`config.mk`:
```
export PLATFORM = sky130hd
export DESIGN_NAME = tape_cmd_decoder
export DESIGN_NICKNAME = d
export VERILOG_FILES = /design/src/rtl/tape_cmd_pkg.sv /design/src/rtl/param_store.sv /design/src/rtl/tape_cmd_decoder.sv
export SDC_FILE = /design/constraint.sdc
export NUM_CORES = 1
export LEC_CHECK = 0
export ABC_AREA = 1
export BUFFER_PORTS_ARGS = -buffer_cell sky130_fd_sc_hd__buf_4
export CAP_MARGIN = 10
export CORE_ASPECT_RATIO = 0.9
export CORE_MARGIN = 4
export CORE_UTILIZATION = 38
export DETAILED_ROUTE_END_ITERATION = 7
export MAX_ROUTING_LAYER = met4
export SYNTH_ARGS = -nofsm -noshare
export SYNTH_HDL_FRONTEND = slang
export SYNTH_SLANG_ARGS = --single-unit
export TNS_END_PERCENT = 5
```
`constraint.sdc`:
```
create_clock -name core_clk -period 2.4 [get_ports core_clk]
set_input_delay 0.12 -clock core_clk [delete_from_list [all_inputs] [get_ports core_clk]]
set_output_delay 0.12 -clock core_clk [all_outputs]
set_load 0.01 [all_outputs]
```
`src/rtl/tape_cmd_pkg.sv`:
```
/*
  constants and types shared by the tape command decoder and its store.
  assumes a single 40 MHz core clock and byte-wide command delivery.
*/
package tape_cmd_pkg;
  localparam logic [7:0] OP_IDENTIFY    = 8'h12;
  localparam logic [7:0] OP_LOAD_UNLOAD = 8'h1b;
  localparam logic [7:0] OP_PARAM_SEL   = 8'h15;
  localparam logic [7:0] OP_UNIT_READY  = 8'h00;
  localparam logic [7:0] OP_PARAM_SENSE = 8'h1a;

  localparam logic [2:0] CDB_LAST   = 3'h5;
  localparam logic [2:0] CDB_OPCODE = 3'h0;
  localparam logic [2:0] CDB_COUNT  = 3'h4;
  localparam logic [2:0] CDB_CTRL   = 3'h5;

  localparam int BIT_LINK    = 0;
  localparam int BIT_FLAG    = 1;
  localparam int BIT_LOAD    = 0;
  localparam int BIT_RETEN   = 1;
  localparam int BIT_ENDPARK = 7;

  localparam logic [7:0] ID_BYTE0 = 8'h01;
  localparam logic [7:0] ID_BYTE1 = 8'h80;
  localparam logic [7:0] ID_BYTE2 = 8'h01;
  localparam logic [7:0] ID_BYTE3 = 8'h00;
  localparam logic [7:0] ID_BYTE4 = 8'h00;
  localparam logic [7:0] ID_LEN   = 8'h05;

  localparam logic [3:0] PLIST_MIN = 4'h4;
  localparam logic [3:0] PLIST_MAX = 4'hd;

  localparam logic [7:0] ST_GOOD  = 8'h00;
  localparam logic [7:0] ST_CHECK = 8'h02;
  localparam logic [7:0] ST_BUSY  = 8'h08;
  localparam logic [3:0] SK_NONE    = 4'h0;
  localparam logic [3:0] SK_ILLEGAL = 4'h5;

  localparam int STORE_AW = 4;

  typedef enum logic [2:0] {
    S_IDLE, S_DECODE, S_DATAIN, S_DATAOUT, S_MOTION
  } cmd_state_t;
endpackage : tape_cmd_pkg

```
`src/rtl/param_store.sv`:
```
/*
  small byte memory holding the received parameter list.
  assumes writes and reads on the core clock; read data is registered.
*/
`timescale 1ns/1ps
module param_store
  import tape_cmd_pkg::*;
(
  input  wire logic                core_clk,
  input  wire logic                rst,
  input  wire logic                wr_en,
  input  wire logic [STORE_AW-1:0] wr_addr,
  input  wire logic [7:0]          wr_data,
  input  wire logic [STORE_AW-1:0] rd_addr,
  output logic      [7:0]          rd_data_q
);
  logic [7:0] mem [2**STORE_AW];

  always_ff @(posedge core_clk) begin
    if (wr_en) begin
      mem[wr_addr] <= wr_data;
    end
  end

  always_ff @(posedge core_clk or posedge rst) begin
    if (rst) begin
      rd_data_q <= 8'h00;
    end else begin
      rd_data_q <= mem[rd_addr];
    end
  end
endmodule : param_store

```
`src/rtl/tape_cmd_decoder.sv`:
```
/*
  target-side interpreter for identify, load/unload and parameter select.
  assumes command, data and status phases are sequenced by outside logic
  on the same clock; cartridge_present comes from a pin.
*/
`timescale 1ns/1ps
module tape_cmd_decoder
  import tape_cmd_pkg::*;
(
  input  wire logic                core_clk,
  input  wire logic                rst,
  input  wire logic                cdb_valid,
  input  wire logic [7:0]          cdb_byte,
  output logic                     data_in_valid_q,
  output logic      [7:0]          data_in_byte_q,
  input  wire logic                data_in_ready,
  output logic                     data_out_req_q,
  input  wire logic                data_out_valid,
  input  wire logic [7:0]          data_out_byte,
  output logic                     status_valid_q,
  output logic      [7:0]          status_code_q,
  output logic      [3:0]          sense_key_q,
  output logic                     link_next_q,
  output logic                     flag_irq_q,
  output logic                     other_cmd_q,
  output logic      [7:0]          other_opcode_q,
  input  wire logic                disconnect_enable,
  output logic                     stay_connected_q,
  output logic                     may_disconnect_q,
  input  wire logic                auto_load_active,
  output logic                     motion_req_q,
  output logic                     retension_request_q,
  output logic                     load_select_q,
  output logic                     end_park_select_q,
  input  wire logic                motion_done,
  input  wire logic                cartridge_present,
  input  wire logic                prevent_removal,
  output logic                     not_safe_remove_indicator_q,
  output logic      [3:0]          param_len_q,
  input  wire logic [STORE_AW-1:0] param_rd_addr,
  output logic      [7:0]          param_rd_data_q
);
  import tape_cmd_pkg::*;

  cmd_state_t    state_q;
  logic [7:0]    cdb_q [6];
  logic [2:0]    cdb_cnt_q;
  logic [7:0]    xfer_len_q;
  logic [7:0]    xfer_idx_q;
  logic          present_s1_q;
  logic          present_s2_q;
  logic          present_s3_q;
  logic          removed;
  logic          unload_done;
  logic          load_seen;
  logic          store_we;
  logic [7:0]    op;
  logic [7:0]    ctrl;
  logic [7:0]    count;

  assign op          = cdb_q[CDB_OPCODE];
  assign ctrl        = cdb_q[CDB_CTRL];
  assign count       = cdb_q[CDB_COUNT];
  assign store_we    = (state_q == S_DATAOUT) && data_out_valid;
  assign removed     = present_s3_q && !present_s2_q;
  assign unload_done = (state_q == S_MOTION) && motion_done && !load_select_q;
  assign load_seen   = (state_q == S_DECODE) && (op == OP_LOAD_UNLOAD)
                       && count[BIT_LOAD];

  function automatic logic [7:0] id_byte(input logic [7:0] idx);
    case (idx)
      8'h00:   id_byte = ID_BYTE0;
      8'h01:   id_byte = ID_BYTE1;
      8'h02:   id_byte = ID_BYTE2;
      8'h03:   id_byte = ID_BYTE3;
      default: id_byte = ID_BYTE4;
    endcase
  endfunction : id_byte

  function automatic logic plist_ok(input logic [3:0] len);
    plist_ok = (len == 4'h0) || (len >= PLIST_MIN && len <= PLIST_MAX);
  endfunction : plist_ok

  // cartridge pin synchroniser plus one stage for the edge
  always_ff @(posedge core_clk or posedge rst) begin
    if (rst) begin
      present_s1_q <= 1'b0;
      present_s2_q <= 1'b0;
      present_s3_q <= 1'b0;
    end else begin
      present_s1_q <= cartridge_present;
      present_s2_q <= present_s1_q;
      present_s3_q <= present_s2_q;
    end
  end

  // command block capture
  always_ff @(posedge core_clk or posedge rst) begin
    if (rst) begin
      cdb_cnt_q <= 3'h0;
      for (int i = 0; i < 6; i++) begin
        cdb_q[i] <= 8'h00;
      end
    end else if (state_q == S_IDLE && cdb_valid) begin
      cdb_q[cdb_cnt_q] <= cdb_byte;
      cdb_cnt_q <= (cdb_cnt_q == CDB_LAST) ? 3'h0 : cdb_cnt_q + 3'h1;
    end
  end

  // not-safe indicator; a new load wins over a clear
  always_ff @(posedge core_clk or posedge rst) begin
    if (rst) begin
      not_safe_remove_indicator_q <= 1'b0;
    end else if (load_seen) begin
      not_safe_remove_indicator_q <= 1'b1;
    end else if ((removed || unload_done) && !prevent_removal) begin
      not_safe_remove_indicator_q <= 1'b0;
    end
  end

  // main command sequencer
  always_ff @(posedge core_clk or posedge rst) begin
    if (rst) begin
      state_q             <= S_IDLE;
      data_in_valid_q     <= 1'b0;
      data_in_byte_q      <= 8'h00;
      data_out_req_q      <= 1'b0;
      status_valid_q      <= 1'b0;
      status_code_q       <= ST_GOOD;
      sense_key_q         <= SK_NONE;
      link_next_q         <= 1'b0;
      flag_irq_q          <= 1'b0;
      other_cmd_q         <= 1'b0;
      other_opcode_q      <= 8'h00;
      stay_connected_q    <= 1'b0;
      may_disconnect_q    <= 1'b0;
      motion_req_q        <= 1'b0;
      retension_request_q <= 1'b0;
      load_select_q       <= 1'b0;
      end_park_select_q   <= 1'b0;
      param_len_q         <= 4'h0;
      xfer_len_q          <= 8'h00;
      xfer_idx_q          <= 8'h00;
    end else begin
      status_valid_q <= 1'b0;
      link_next_q    <= 1'b0;
      flag_irq_q     <= 1'b0;
      other_cmd_q    <= 1'b0;
      case (state_q)
        S_IDLE: begin
          if (cdb_valid && cdb_cnt_q == CDB_LAST) begin
            state_q <= S_DECODE;
          end
        end
        S_DECODE: begin
          xfer_idx_q  <= 8'h00;
          sense_key_q <= SK_NONE;
          if (op == OP_IDENTIFY) begin
            stay_connected_q <= 1'b1;
            xfer_len_q <= (count < ID_LEN) ? count : ID_LEN;
            if (count == 8'h00) begin
              state_q          <= S_IDLE;
              stay_connected_q <= 1'b0;
              status_valid_q   <= 1'b1;
              status_code_q    <= ST_GOOD;
              link_next_q      <= ctrl[BIT_LINK];
              flag_irq_q       <= ctrl[BIT_LINK] && ctrl[BIT_FLAG];
            end else begin
              state_q         <= S_DATAIN;
              data_in_valid_q <= 1'b1;
              data_in_byte_q  <= id_byte(8'h00);
            end
          end else if (op == OP_LOAD_UNLOAD) begin
            state_q             <= S_MOTION;
            motion_req_q        <= 1'b1;
            may_disconnect_q    <= disconnect_enable;
            retension_request_q <= count[BIT_RETEN];
            load_select_q       <= count[BIT_LOAD];
            end_park_select_q   <= !count[BIT_LOAD]
                                   && ctrl[BIT_ENDPARK];
          end else if (op == OP_PARAM_SEL) begin
            param_len_q <= count[3:0];
            if (!plist_ok(count[3:0]) || count[7:4] != 4'h0) begin
              state_q        <= S_IDLE;
              status_valid_q <= 1'b1;
              status_code_q  <= ST_CHECK;
              sense_key_q    <= SK_ILLEGAL;
            end else if (count[3:0] == 4'h0) begin
              state_q        <= S_IDLE;
              status_valid_q <= 1'b1;
              status_code_q  <= ST_GOOD;
              link_next_q    <= ctrl[BIT_LINK];
              flag_irq_q     <= ctrl[BIT_LINK] && ctrl[BIT_FLAG];
            end else begin
              state_q          <= S_DATAOUT;
              stay_connected_q <= 1'b1;
              data_out_req_q   <= 1'b1;
              xfer_len_q       <= {4'h0, count[3:0]};
            end
          end else if ((op == OP_UNIT_READY || op == OP_PARAM_SENSE)
                       && auto_load_active) begin
            state_q        <= S_IDLE;
            status_valid_q <= 1'b1;
            status_code_q  <= ST_BUSY;
          end else begin
            state_q        <= S_IDLE;
            other_cmd_q    <= 1'b1;
            other_opcode_q <= op;
          end
        end
        S_DATAIN: begin
          if (data_in_ready) begin
            if (xfer_idx_q + 8'h01 == xfer_len_q) begin
              state_q          <= S_IDLE;
              data_in_valid_q  <= 1'b0;
              stay_connected_q <= 1'b0;
              status_valid_q   <= 1'b1;
              status_code_q    <= ST_GOOD;
              link_next_q      <= ctrl[BIT_LINK];
              flag_irq_q       <= ctrl[BIT_LINK] && ctrl[BIT_FLAG];
            end else begin
              xfer_idx_q     <= xfer_idx_q + 8'h01;
              data_in_byte_q <= id_byte(xfer_idx_q + 8'h01);
            end
          end
        end
        S_DATAOUT: begin
          if (data_out_valid) begin
            if (xfer_idx_q + 8'h01 == xfer_len_q) begin
              state_q          <= S_IDLE;
              data_out_req_q   <= 1'b0;
              stay_connected_q <= 1'b0;
              status_valid_q   <= 1'b1;
              status_code_q    <= ST_GOOD;
              link_next_q      <= ctrl[BIT_LINK];
              flag_irq_q       <= ctrl[BIT_LINK] && ctrl[BIT_FLAG];
            end else begin
              xfer_idx_q <= xfer_idx_q + 8'h01;
            end
          end
        end
        S_MOTION: begin
          if (motion_done) begin
            state_q          <= S_IDLE;
            motion_req_q     <= 1'b0;
            may_disconnect_q <= 1'b0;
            status_valid_q   <= 1'b1;
            status_code_q    <= ST_GOOD;
            link_next_q      <= ctrl[BIT_LINK];
            flag_irq_q       <= ctrl[BIT_LINK] && ctrl[BIT_FLAG];
          end
        end
        default: state_q <= S_IDLE;
      endcase
    end
  end

  param_store u_store (
    .core_clk  (core_clk),
    .rst       (rst),
    .wr_en     (store_we),
    .wr_addr   (xfer_idx_q[STORE_AW-1:0]),
    .wr_data   (data_out_byte),
    .rd_addr   (param_rd_addr),
    .rd_data_q (param_rd_data_q)
  );
endmodule : tape_cmd_decoder

```
==> results of run 1 <==
## cell families after synthesis
group,synth area share
flip-flops,0.6375
AO/OA/AOI/OAI,0.1005
adder cells (fa/ha/maj),0.008118
buffers and inverters,0.06684
XOR/XNOR,0.002842
AND/OR/NAND/NOR,0.1467
other,0.0004055
multiplexers,0.03707
## flip-flops by register name, summed over array words and instances, names as in the netlist, 2 cells and up
name               cells
cdb_cnt_q              3
count                  8
ctrl                   3
data_in_byte_q         2
op                     8
other_opcode_q         8
param_len_q            4
state_q                3
status_code_q          2
u_store.mem          128
u_store.rd_data_q      8
xfer_idx_q             8
xfer_len_q             8
## worst max-delay path by stage
stage                         startpoint                           end  slack, ps  cells after the start
2_1_floorplan                        rst      cdb_cnt_q[0]$_DFFE_PP0P_        170                      1
3_3_place_gp   xfer_idx_q[1]$_DFFE_PP0P_  status_code_q[3]$_DFFE_PP0P_        430                     12
3_5_place_dp   xfer_idx_q[1]$_DFFE_PP0P_  status_code_q[3]$_DFFE_PP0P_        350                     12
4_1_cts        xfer_idx_q[1]$_DFFE_PP0P_     xfer_idx_q[5]$_DFFE_PP0P_        330                     11
5_1_grt        xfer_idx_q[1]$_DFFE_PP0P_     xfer_idx_q[5]$_DFFE_PP0P_         90                     13
6_report       xfer_idx_q[1]$_DFFE_PP0P_  status_code_q[1]$_DFFE_PP0P_        330                     12
## what timing repair did
action / CTS / global route
hold endpoints to repair: 242 / 0
setup endpoints to repair: 0 / 0
hold buffers: 23 / 0
setup buffers: 0 / 0
## power by group through the flow
| stage | Clock, W | Sequential, W | Combinational, W |
|---|---|---|---|
| 3_5_place_dp | 0 | 0.00451 | 0.00167 |
| 5_1_grt | 0.00381 | 0.00449 | 0.00189 |
| 2_1_floorplan | 0 | 0.00454 | 0.00100 |
| 3_3_place_gp | 0 | 0.00450 | 0.00164 |
| 4_1_cts | 0.00367 | 0.00444 | 0.00171 |
| 6_report | 0.00359 | 0.00444 | 0.00169 |
## metrics by stage
stage          utilization  cell area [um^2]  hold WS [ps]  total power (W)  std cells
3_3_place_gp        0.4311             10200         230.4         0.006139       1232
5_1_grt             0.4733             11200         116.8          0.01019       1296
3_5_place_dp        0.4311             10200         232.1         0.006182       1232
4_1_cts             0.4733             11200         90.74         0.009817       1296
6_report            0.4733             11200         104.9         0.009726       1296
2_1_floorplan            -              9296         151.4         0.005540        873
## routing by layer
metal / share of wire / vias to the layer above / track usage
met5: 0 / - / -
met4: 0.021 / 0 / 0.04079
met2: 0.46 / 173 / 0.2535
met1: 0.47 / 3066 / 0.2351
li1: - / 3141 / -
met3: 0.050 / 36 / 0.02483
## cells in the final DEF (no fill, tap or decap), types with 14 or more instances in the layout
cell type,count
nand3_1,57
conb_1,14
nor2_1,52
dfrtp_1,82
o21ai_0,79
o211ai_1,33
mux2i_1,32
buf_4,96
nand2_1,156
edfxtp_1,128
inv_1,99
clkbuf_16,23
a21oi_1,37
dlygate4sd3_1,23
## cell type report
| type | count | area [um^2] | share of cell area |
|---|---|---|---|
| Inverter | 103 | 387.9 | 0.03462 |
| Sequential cell | 210 | 5896 | 0.5262 |
| Tap cell | 302 | 377.9 | 0.03372 |
| Clock buffer | 35 | 660.6 | 0.05896 |
| Clock inverter | 6 | 108.9 | 0.009715 |
| Timing Repair Buffer | 121 | 991.0 | 0.08844 |
| Multi-Input combinational cell | 519 | 2783 | 0.2484 |
## worst register-to-register path: stages, from the launching register on
cell and delay (ps):
dfrtp_1 480, inv_1 130, ha_1 330, xnor2_1 140
nand2_1 70, nor2_1 100, nand2_1 60, nor2_2 150
nand3_4 150, nand2_4 150, nand2_1 100, nand2_1 70
nand2_1 50
==> results.py, run 1 <==
metrics = {
    "status": {
        "outcome": "finished clean",
    },
    "cts": {
        "cts_buffer_depth": 3,
        "cts_tree": "done",
        "clk_latency_ps": 510,
        "ctsResizeCount": 0,
        "cts-buffers-inserted": 23,
        "path_clk_slew_ps": 60,
        "htreeDepth": 1,
        "root_buffer": "clkbuf_16",
        "cts_num_sinks": 210,
    },
    "floorplan": {
        "core.rowCount": 53,
        "start_util": 0.3906,
        "ioPinCount": 83,
        "dieArea_um2": 26900,
        "die_w_um": 172.4,
        "coreArea_um2": 23670,
        "die_y_um": 156.0,
    },
    "setup_path": {
        "rr_endpoint": "status_code_q[1]$_DFFE_PP0P_",
        "crit_type": "register to register",
        "cp_data_arrival_time_ps": 2470,
        "cp_max_fo": 8,
        "ff2ff_path_depth": 12,
        "critPathLaunchType": "register",
        "critical-path-max-stage-delay_ps": 480,
        "critPathMostFrequentCell": "nand2_1",
        "path_buf_inv": 1,
        "slowest_stage": "dfrtp_1",
        "crit_family": "simple AND/OR/NAND/NOR gates",
        "cp_cell_sequence": "inv_1, ha_1, xnor2_1, nand2_1, nor2_1, nand2_1, nor2_2, nand3_4, nand2_4, nand2_1, nand2_1, nand2_1",
        "critical_path_required_ps": 2790,
        "crit-reg2reg-launch": "xfer_idx_q[1]$_DFFE_PP0P_",
        "crit_path_end_kind": "register",
        "ff2ff_setup_slack_ps": 330,
    },
    "timing": {
        "period_share": 0.8639,
        "setup_viol": 0,
        "hold_viol_final": 0,
        "rsz0062_at_grt": "no",
        "setup_slack_ps": 326.5,
        "finalCriticalPeriod_ps": 2073,
        "maxSlewViolCount": 0,
        "finClkSkew_ps": 10.84,
        "tightest_slew_ps": 688.9,
        "relSlewSlack": 0.5407,
        "fmaxAchievable_ghz": 0.4823,
        "finalSetupTns_ps": 0,
    },
    "global_routing": {
        "grt_pass1_wl_mm": 34.29,
        "antenna_found_initial": 0,
        "grt_pass1_vias": 6297,
        "track_usage": 0.1661,
        "grt_max_degree": 83,
        "grt-ovfl-total": 0,
    },
    "final_layout": {
        "finalNetCount": 1014,
        "drive_gt1_frac": 0.1610,
        "area_growth_pct": 21.16,
        "fillers": 2126,
        "antenna_cells": 0,
    },
    "place": {
        "preCtsSetupSlack_ps": 354.7,
        "gp_congestion": 0.8654,
        "numPortBuffers": 68,
        "dpl.hpwl_mm": 14.65,
    },
    "hold_path": {
        "hold_class": "input pin to register",
        "hold_depth": 4,
        "min_from": "param_rd_addr[2]",
        "hold_path_end": "u_store.rd_data_q[6]$_DFF_PP0_",
    },
    "yosys": {
        "yosysMostFrequentCell": "nand2_1",
        "yosys_warnings": 0,
        "netlist_area_um2": 9248,
        "post-synth-top-area-cell": "edfxtp_1",
        "ys.flop_type": "edfxtp_1",
        "syn_inst": 860,
        "synth.avg_cell_area_um2": 10.75,
        "yosysUniqueCellTypes": 43,
        "synth_common_cells": "nand2_1 (156), edfxtp_1 (128), inv_1 (100)",
        "ys_seq_elements": 210,
        "yosys.area.top_type_share": 0.4156,
        "synthArstFlopShare": 0.3905,
        "synth_area_leaders": "edfxtp_1 (42%), dfrtp_1 (22%), nand2_1 (6.3%), o21ai_0 (4.3%), inv_1 (4.1%)",
        "synth-seq-area-share": 0.6375,
        "synth_edf_count": 128,
    },
    "drt": {
        "first_iter_violations": 492,
        "ant_nets": 0,
        "vias": 6416,
        "wl_mm": 21.77,
        "via_per_inst": 4.951,
        "wl_per_cell_um": 16.80,
        "drc_errors": 0,
        "first_pass_iters": 7,
    },
    "power": {
        "power.leakage_nw": 4.796,
        "power_frac_comb": 0.174,
        "intPower_w": 0.007049,
        "clkPwrFrac": 0.369,
        "switchingPower_w": 0.002678,
        "pwr-share-seq": 0.457,
        "irDropWorstVdd_mv": 0.6333,
        "power_density_nw_per_um2": 868.1,
        "switching_share": 0.2753,
    },
    "job": {
        "cap_viol_max_count": 0,
    },
}
Note: power is estimated with default switching activity, not from simulation.
==> run 2: changes to the inputs <==
Settings changed: GPL_ROUTABILITY_DRIVEN set to 0, REMOVE_ABC_BUFFERS set to 1, SLEW_MARGIN set to 10.
==> run 2 against run 1 <==
Routed wire length is 1.8% lower; non-clock buffer count up 2; sequential share of layout area increased by 0.16 points; largest cell class unchanged.
==> results.py, run 2 (synthesized netlist as in run 1, its figures left out) <==
metrics = {
    "timing": {
        "rsz0062_at_grt": "no",
        "setup_viol": 0,
        "hold_viol_final": 0,
        "period_share": 0.8656,
        "maxSlewViolCount": 0,
        "finClkSkew_ps": 12.33,
        "finalSetupTns_ps": 0,
        "finalCriticalPeriod_ps": 2078,
        "tightest_slew_ps": 741.0,
        "relSlewSlack": 0.5055,
        "fmaxAchievable_ghz": 0.4813,
    },
    "setup_path": {
        "crit_type": "register to register",
        "cp_cell_sequence": "inv_1, ha_1, xnor2_1, nand2_1, nor2_1, nand2_1, nor2_2, nand3_4, nand2_4, nand2_1, nand2_1, nand2_1",
        "worstSetupEndpoint": "status_code_q[3]$_DFFE_PP0P_",
        "rr_endpoint": "status_code_q[3]$_DFFE_PP0P_",
        "ff2ff_setup_slack_ps": 320,
        "crit-reg2reg-launch": "xfer_idx_q[1]$_DFFE_PP0P_",
        "critical_path_required_ps": 2790,
        "slowest_stage": "dfrtp_1",
        "critical-path-max-stage-delay_ps": 470,
        "ff2ff_path_depth": 12,
        "setup.worst_path.start": "xfer_idx_q[1]$_DFFE_PP0P_",
        "critPathMostFrequentCell": "nand2_1",
        "critPathLaunchType": "register",
        "cp_data_arrival_time_ps": 2470,
        "crit_path_end_kind": "register",
        "cp_max_fo": 8,
    },
    "drt": {
        "wl_mm": 21.37,
        "first_iter_violations": 451,
        "wl_per_cell_um": 16.45,
        "ant_nets": 0,
        "drc_errors": 0,
        "first_pass_iters": 5,
        "via_per_inst": 4.965,
        "vias": 6449,
    },
    "floorplan": {
        "dieArea_um2": 26900,
        "coreArea_um2": 23670,
        "ioPinCount": 83,
        "core.rowCount": 53,
        "die_y_um": 156.0,
        "start_util": 0.3906,
        "die_w_um": 172.4,
    },
    "cts": {
        "cts_num_sinks": 210,
        "path_clk_slew_ps": 60,
        "cts-buffers-inserted": 24,
        "ctsResizeCount": 0,
        "htreeDepth": 1,
        "clk_latency_ps": 510,
        "cts_buffer_depth": 3,
        "root_buffer": "clkbuf_16",
        "post_cts_buffers": 0,
        "cts_tree": "done",
    },
    "final_layout": {
        "multiInputGateArea_um2": 2783,
        "finalNetCount": 1017,
        "final_cell_mix": "nand2_1 (156), edfxtp_1 (128), inv_1 (99)",
        "final_util": 0.4718,
        "drive_gt1_frac": 0.1615,
        "seq_area_um2": 5896,
        "fillers": 2168,
        "largest_reg_flops": 128,
        "antenna_cells": 0,
        "regMostFlops": "u_store.mem",
        "area_growth_pct": 20.78,
        "stdcell_count": 1299,
        "stdcell_area_um2": 11170,
        "final_common_cell": "nand2_1",
    },
    "global_routing": {
        "grt_pass1_wl_mm": 33.33,
        "grt_pass1_vias": 6127,
        "track_usage": 0.1626,
        "antenna_found_initial": 0,
        "grt-ovfl-total": 0,
        "grt_max_degree": 44,
    },
    "place": {
        "placed_cell_area_um2": 10220,
        "dpl.hpwl_mm": 14.46,
        "numPortBuffers": 68,
        "place_inst": 1234,
    },
    "power": {
        "power_density_nw_per_um2": 850.6,
        "p_total_w": 0.009501,
        "power.leakage_nw": 4.784,
        "irDropWorstVdd_mv": 0.5979,
    },
    "job": {
        "cap_viol_max_count": 0,
    },
    "hold_path": {
        "hold_class": "input pin to register",
    },
    "status": {
        "outcome": "finished clean",
    },
}
[run 2: cell types whose count changed in the layout (fill, tap and decap cells not counted)]
cell	previous run	this run
clkbuf_8	4	2
clkbuf_16	23	25
clkinv_4	0	1
clkinv_2	3	5
clkinv_1	1	3
inv_6	1	0
bufinv_16	3	0
buf_4	96	98
[run 2: final cells by class]
type,count,area share
Multi-Input combinational cell,519,0.2491
Sequential cell,210,0.5278
Clock buffer,35,0.06116
Inverter,103,0.03473
Tap cell,302,0.03383
Clock inverter,7,0.003249
Timing Repair Buffer,123,0.09006
[run 2: power breakdown]
part / internal [W] / total [W] / switching, W
clock: 0.00196 / 0.00334 / 0.00138
combinational: 0.000654 / 0.00171 / 0.00106
sequential: 0.00420 / 0.00445 / 0.000248
total: 0.00681 / 0.00950 / 0.00269
[run 2: per-layer routing]
layer  up-vias  track usage  wire length [um]
met2       141       0.2417              9657
met3        31      0.02534              1005
met4         0      0.04192               449
li1       3146            -                 -
met5         -            -                 0
met1      3131       0.2346             10250
[run 2: through the flow]
step,setup WS [ps],hold WS (ps)
CTS,319.1,85.80
detailed placement,342.2,209.1
global route,83.75,103.7
finish,322.5,109.5
floorplan,171.6,151.4
global placement,427.6,200.6
[run 2: how the worst min path moves through the flow]
stage,start,to,slack [ps],depth (start not counted)
final,param_rd_addr[2],u_store.rd_data_q[5]$_DFF_PP0_,110,4
after global routing,param_rd_addr[2],u_store.rd_data_q[5]$_DFF_PP0_,100,4
after CTS,param_rd_addr[2],u_store.rd_data_q[5]$_DFF_PP0_,90,4
after detailed placement,rst,data_in_byte_q[0]$_DFFE_PP0P_,210,2
after global placement,rst,data_in_byte_q[0]$_DFFE_PP0P_,200,2
after floorplan,cartridge_present,present_s1_q$_DFF_PP0_,150,0
[run 2: what timing repair did]
action / in CTS / in global routing
endpoints found under the setup margin: 0 / 0
hold endpoints to repair: 190 / 0
hold buffers: 23 / 0
[run 2: critical path, delay by kind of cell (launching register included)]
| family | cells | cell delay [ps] |
|---|---|---|
| flip-flops | 1 | 470 |
| XOR/XNOR | 1 | 140 |
| AND/OR/NAND/NOR | 9 | 930 |
| adder cells (fa/ha/maj) | 1 | 320 |
| buffers and inverters | 1 | 120 |
==> run 3: changes to the inputs <==
Settings changed: HOLD_SLACK_MARGIN set to 0.02.
Clock period 2.4 ns to 2.34 ns, I/O delays scaled along.
==> run 3 against run 2 <==
Die area unchanged; total power up 3.8%; global-route usage up 0.083 points; combinational power up 2%; largest power group unchanged.
==> results.py, run 3 (synthesized netlist as in run 1, its figures left out) <==
metrics = {
    "setup_path": {
        "critPathMostFrequentCell": "nand2_1",
        "critPathLaunchType": "register",
        "ff2ff_setup_slack_ps": 320,
        "critical-path-max-stage-delay_ps": 470,
        "critical_path_required_ps": 2720,
        "path_buf_inv": 1,
        "cp_max_fo": 8,
        "slowest_stage": "dfrtp_1",
        "cp_data_arrival_time_ps": 2400,
        "cp_cell_sequence": "inv_1, ha_1, xnor2_1, nand2_1, nor2_1, nand2_1, nor2_2, nand3_4, nand2_4, nand2_1, nand2_1, nand2_1",
        "crit_type": "register to register",
        "crit_family": "simple AND/OR/NAND/NOR gates",
        "crit_path_end_kind": "register",
    },
    "place": {
        "numPortBuffers": 68,
        "dpl.hpwl_mm": 14.34,
    },
    "timing": {
        "tightest_slew_ps": 626.5,
        "finClkSkew_ps": 7.013,
        "hold_viol_final": 0,
        "relSlewSlack": 0.5823,
        "finalCriticalPeriod_ps": 2022,
        "period_share": 0.8642,
        "maxSlewViolCount": 0,
        "finalSetupTns_ps": 0,
        "rsz0062_at_grt": "no",
        "setup_viol": 0,
        "hold_slack_ps": 118.0,
        "fmaxAchievable_ghz": 0.4945,
    },
    "drt": {
        "ant_nets": 0,
        "dr_wl_met3_mm": 1.159,
        "first_pass_iters": 5,
        "wl_met2_mm": 9.461,
        "wl_mm": 21.01,
        "highest_layer": "met4",
        "first_iter_violations": 470,
        "wl_per_cell_um": 16.16,
        "via_per_inst": 4.916,
        "drc_errors": 0,
        "vias": 6391,
        "met1_length_mm": 9.923,
    },
    "final_layout": {
        "largest_reg_flops": 128,
        "final_common_cell": "nand2_1",
        "seq_area_um2": 5896,
        "area_growth_pct": 21.13,
        "antenna_cells": 0,
        "finalNetCount": 1018,
        "regMostFlops": "u_store.mem",
        "final_cell_mix": "nand2_1 (156), edfxtp_1 (128), buf_4 (101)",
        "fillers": 2125,
        "multiInputGateArea_um2": 2783,
        "drive_gt1_frac": 0.1653,
    },
    "floorplan": {
        "ioPinCount": 83,
        "dieArea_um2": 26900,
        "coreArea_um2": 23670,
        "start_util": 0.3906,
        "core.rowCount": 53,
        "die_w_um": 172.4,
        "die_y_um": 156.0,
    },
    "power": {
        "power_density_nw_per_um2": 880.2,
        "irDropWorstVdd_mv": 0.6794,
        "power.leakage_nw": 4.785,
    },
    "cts": {
        "cts_buffer_depth": 3,
        "ctsResizeCount": 0,
        "cts_num_sinks": 210,
        "path_clk_slew_ps": 60,
        "root_buffer": "clkbuf_16",
        "cts-buffers-inserted": 23,
        "htreeDepth": 1,
        "hold_buffers": 23,
        "clk_latency_ps": 490,
        "cts_tree": "done",
        "post_cts_buffers": 0,
    },
    "global_routing": {
        "grt_pass1_wl_mm": 33.74,
        "grt_max_degree": 52,
        "grt-ovfl-total": 0,
        "antenna_found_initial": 0,
        "grt_pass1_vias": 6204,
        "track_usage": 0.1634,
    },
    "hold_path": {
        "hold_class": "input pin to register",
    },
    "job": {
        "cap_viol_max_count": 0,
    },
    "status": {
        "outcome": "finished clean",
    },
}
-- run 3: cell count changes in the layout (fill, tap and decap cells not counted) --
cell        delta
buf_12         -1
clkinv_1       +1
clkbuf_16      -2
clkinv_4       +1
clkinvlp_4     +4
clkbuf_8       -2
bufinv_16      +3
clkinv_2       -2
clkbuf_1       -4
buf_4          +3
-- run 3: final timing paths --
check                                     startpoint                              to  cells past startpoint
max                        xfer_idx_q[1]$_DFFE_PP0P_    status_code_q[3]$_DFFE_PP0P_                     12
min                                 param_rd_addr[2]  u_store.rd_data_q[3]$_DFF_PP0_                      4
max reg2reg                xfer_idx_q[1]$_DFFE_PP0P_    status_code_q[3]$_DFFE_PP0P_                     12
min reg2reg                   present_s1_q$_DFF_PP0_          present_s2_q$_DFF_PP0_                      0
max in group asynchronous                        rst      param_len_q[0]$_DFFE_PP0P_                      4
min in group asynchronous                        rst   data_in_byte_q[0]$_DFFE_PP0P_                      3
-- run 3: power breakdown --
group | internal (W) | leakage [nW] | switching [W]
Sequential | 0.00430 | 2.20 | 0.000260
Clock | 0.00214 | 0.352 | 0.00141
Combinational | 0.000677 | 2.23 | 0.00107
-- run 3: metal layers --
layer | vias to the layer above | track usage
met2 | 160 | 0.2472
met1 | 3044 | 0.2336
met5 | - | -
li1 | 3150 | -
met4 | 0 | 0.03930
met3 | 37 | 0.02483
-- run 3: through the flow --
| stage | cell area (um^2) | worst slack, ps | std cells | total power (W) | util |
|---|---|---|---|---|---|
| 6_report | 11200 | 317.9 | 1300 | 0.009860 | 0.4732 |
| 5_1_grt | 11200 | 4.982 | 1300 | 0.01041 | 0.4732 |
| 4_1_cts | 11200 | 315.4 | 1300 | 0.009960 | 0.4732 |
| 3_5_place_dp | 10220 | 323.0 | 1236 | 0.006357 | 0.4318 |
| 3_3_place_gp | 10220 | 364.3 | 1236 | 0.006334 | 0.4318 |
| 2_1_floorplan | 9065 | 114.6 | 832 | 0.005602 | - |
-- run 3: area by class of cell --
class	instances	share of cell area
well taps	302	0.03373
multi-input cells	519	0.2484
clock buffers	27	0.05272
flip-flops and latches	210	0.5263
clock inverters	14	0.01419
inverters	103	0.03463
repair buffers	125	0.09003
-- run 3: worst register-to-register path, delay by kind of cell (launching register included) --
family | cells | cell delay [ps]
buffers and inverters | 1 | 120
AND/OR/NAND/NOR | 9 | 870
adder cells (fa/ha/maj) | 1 | 320
XOR/XNOR | 1 | 140
flip-flops | 1 | 470
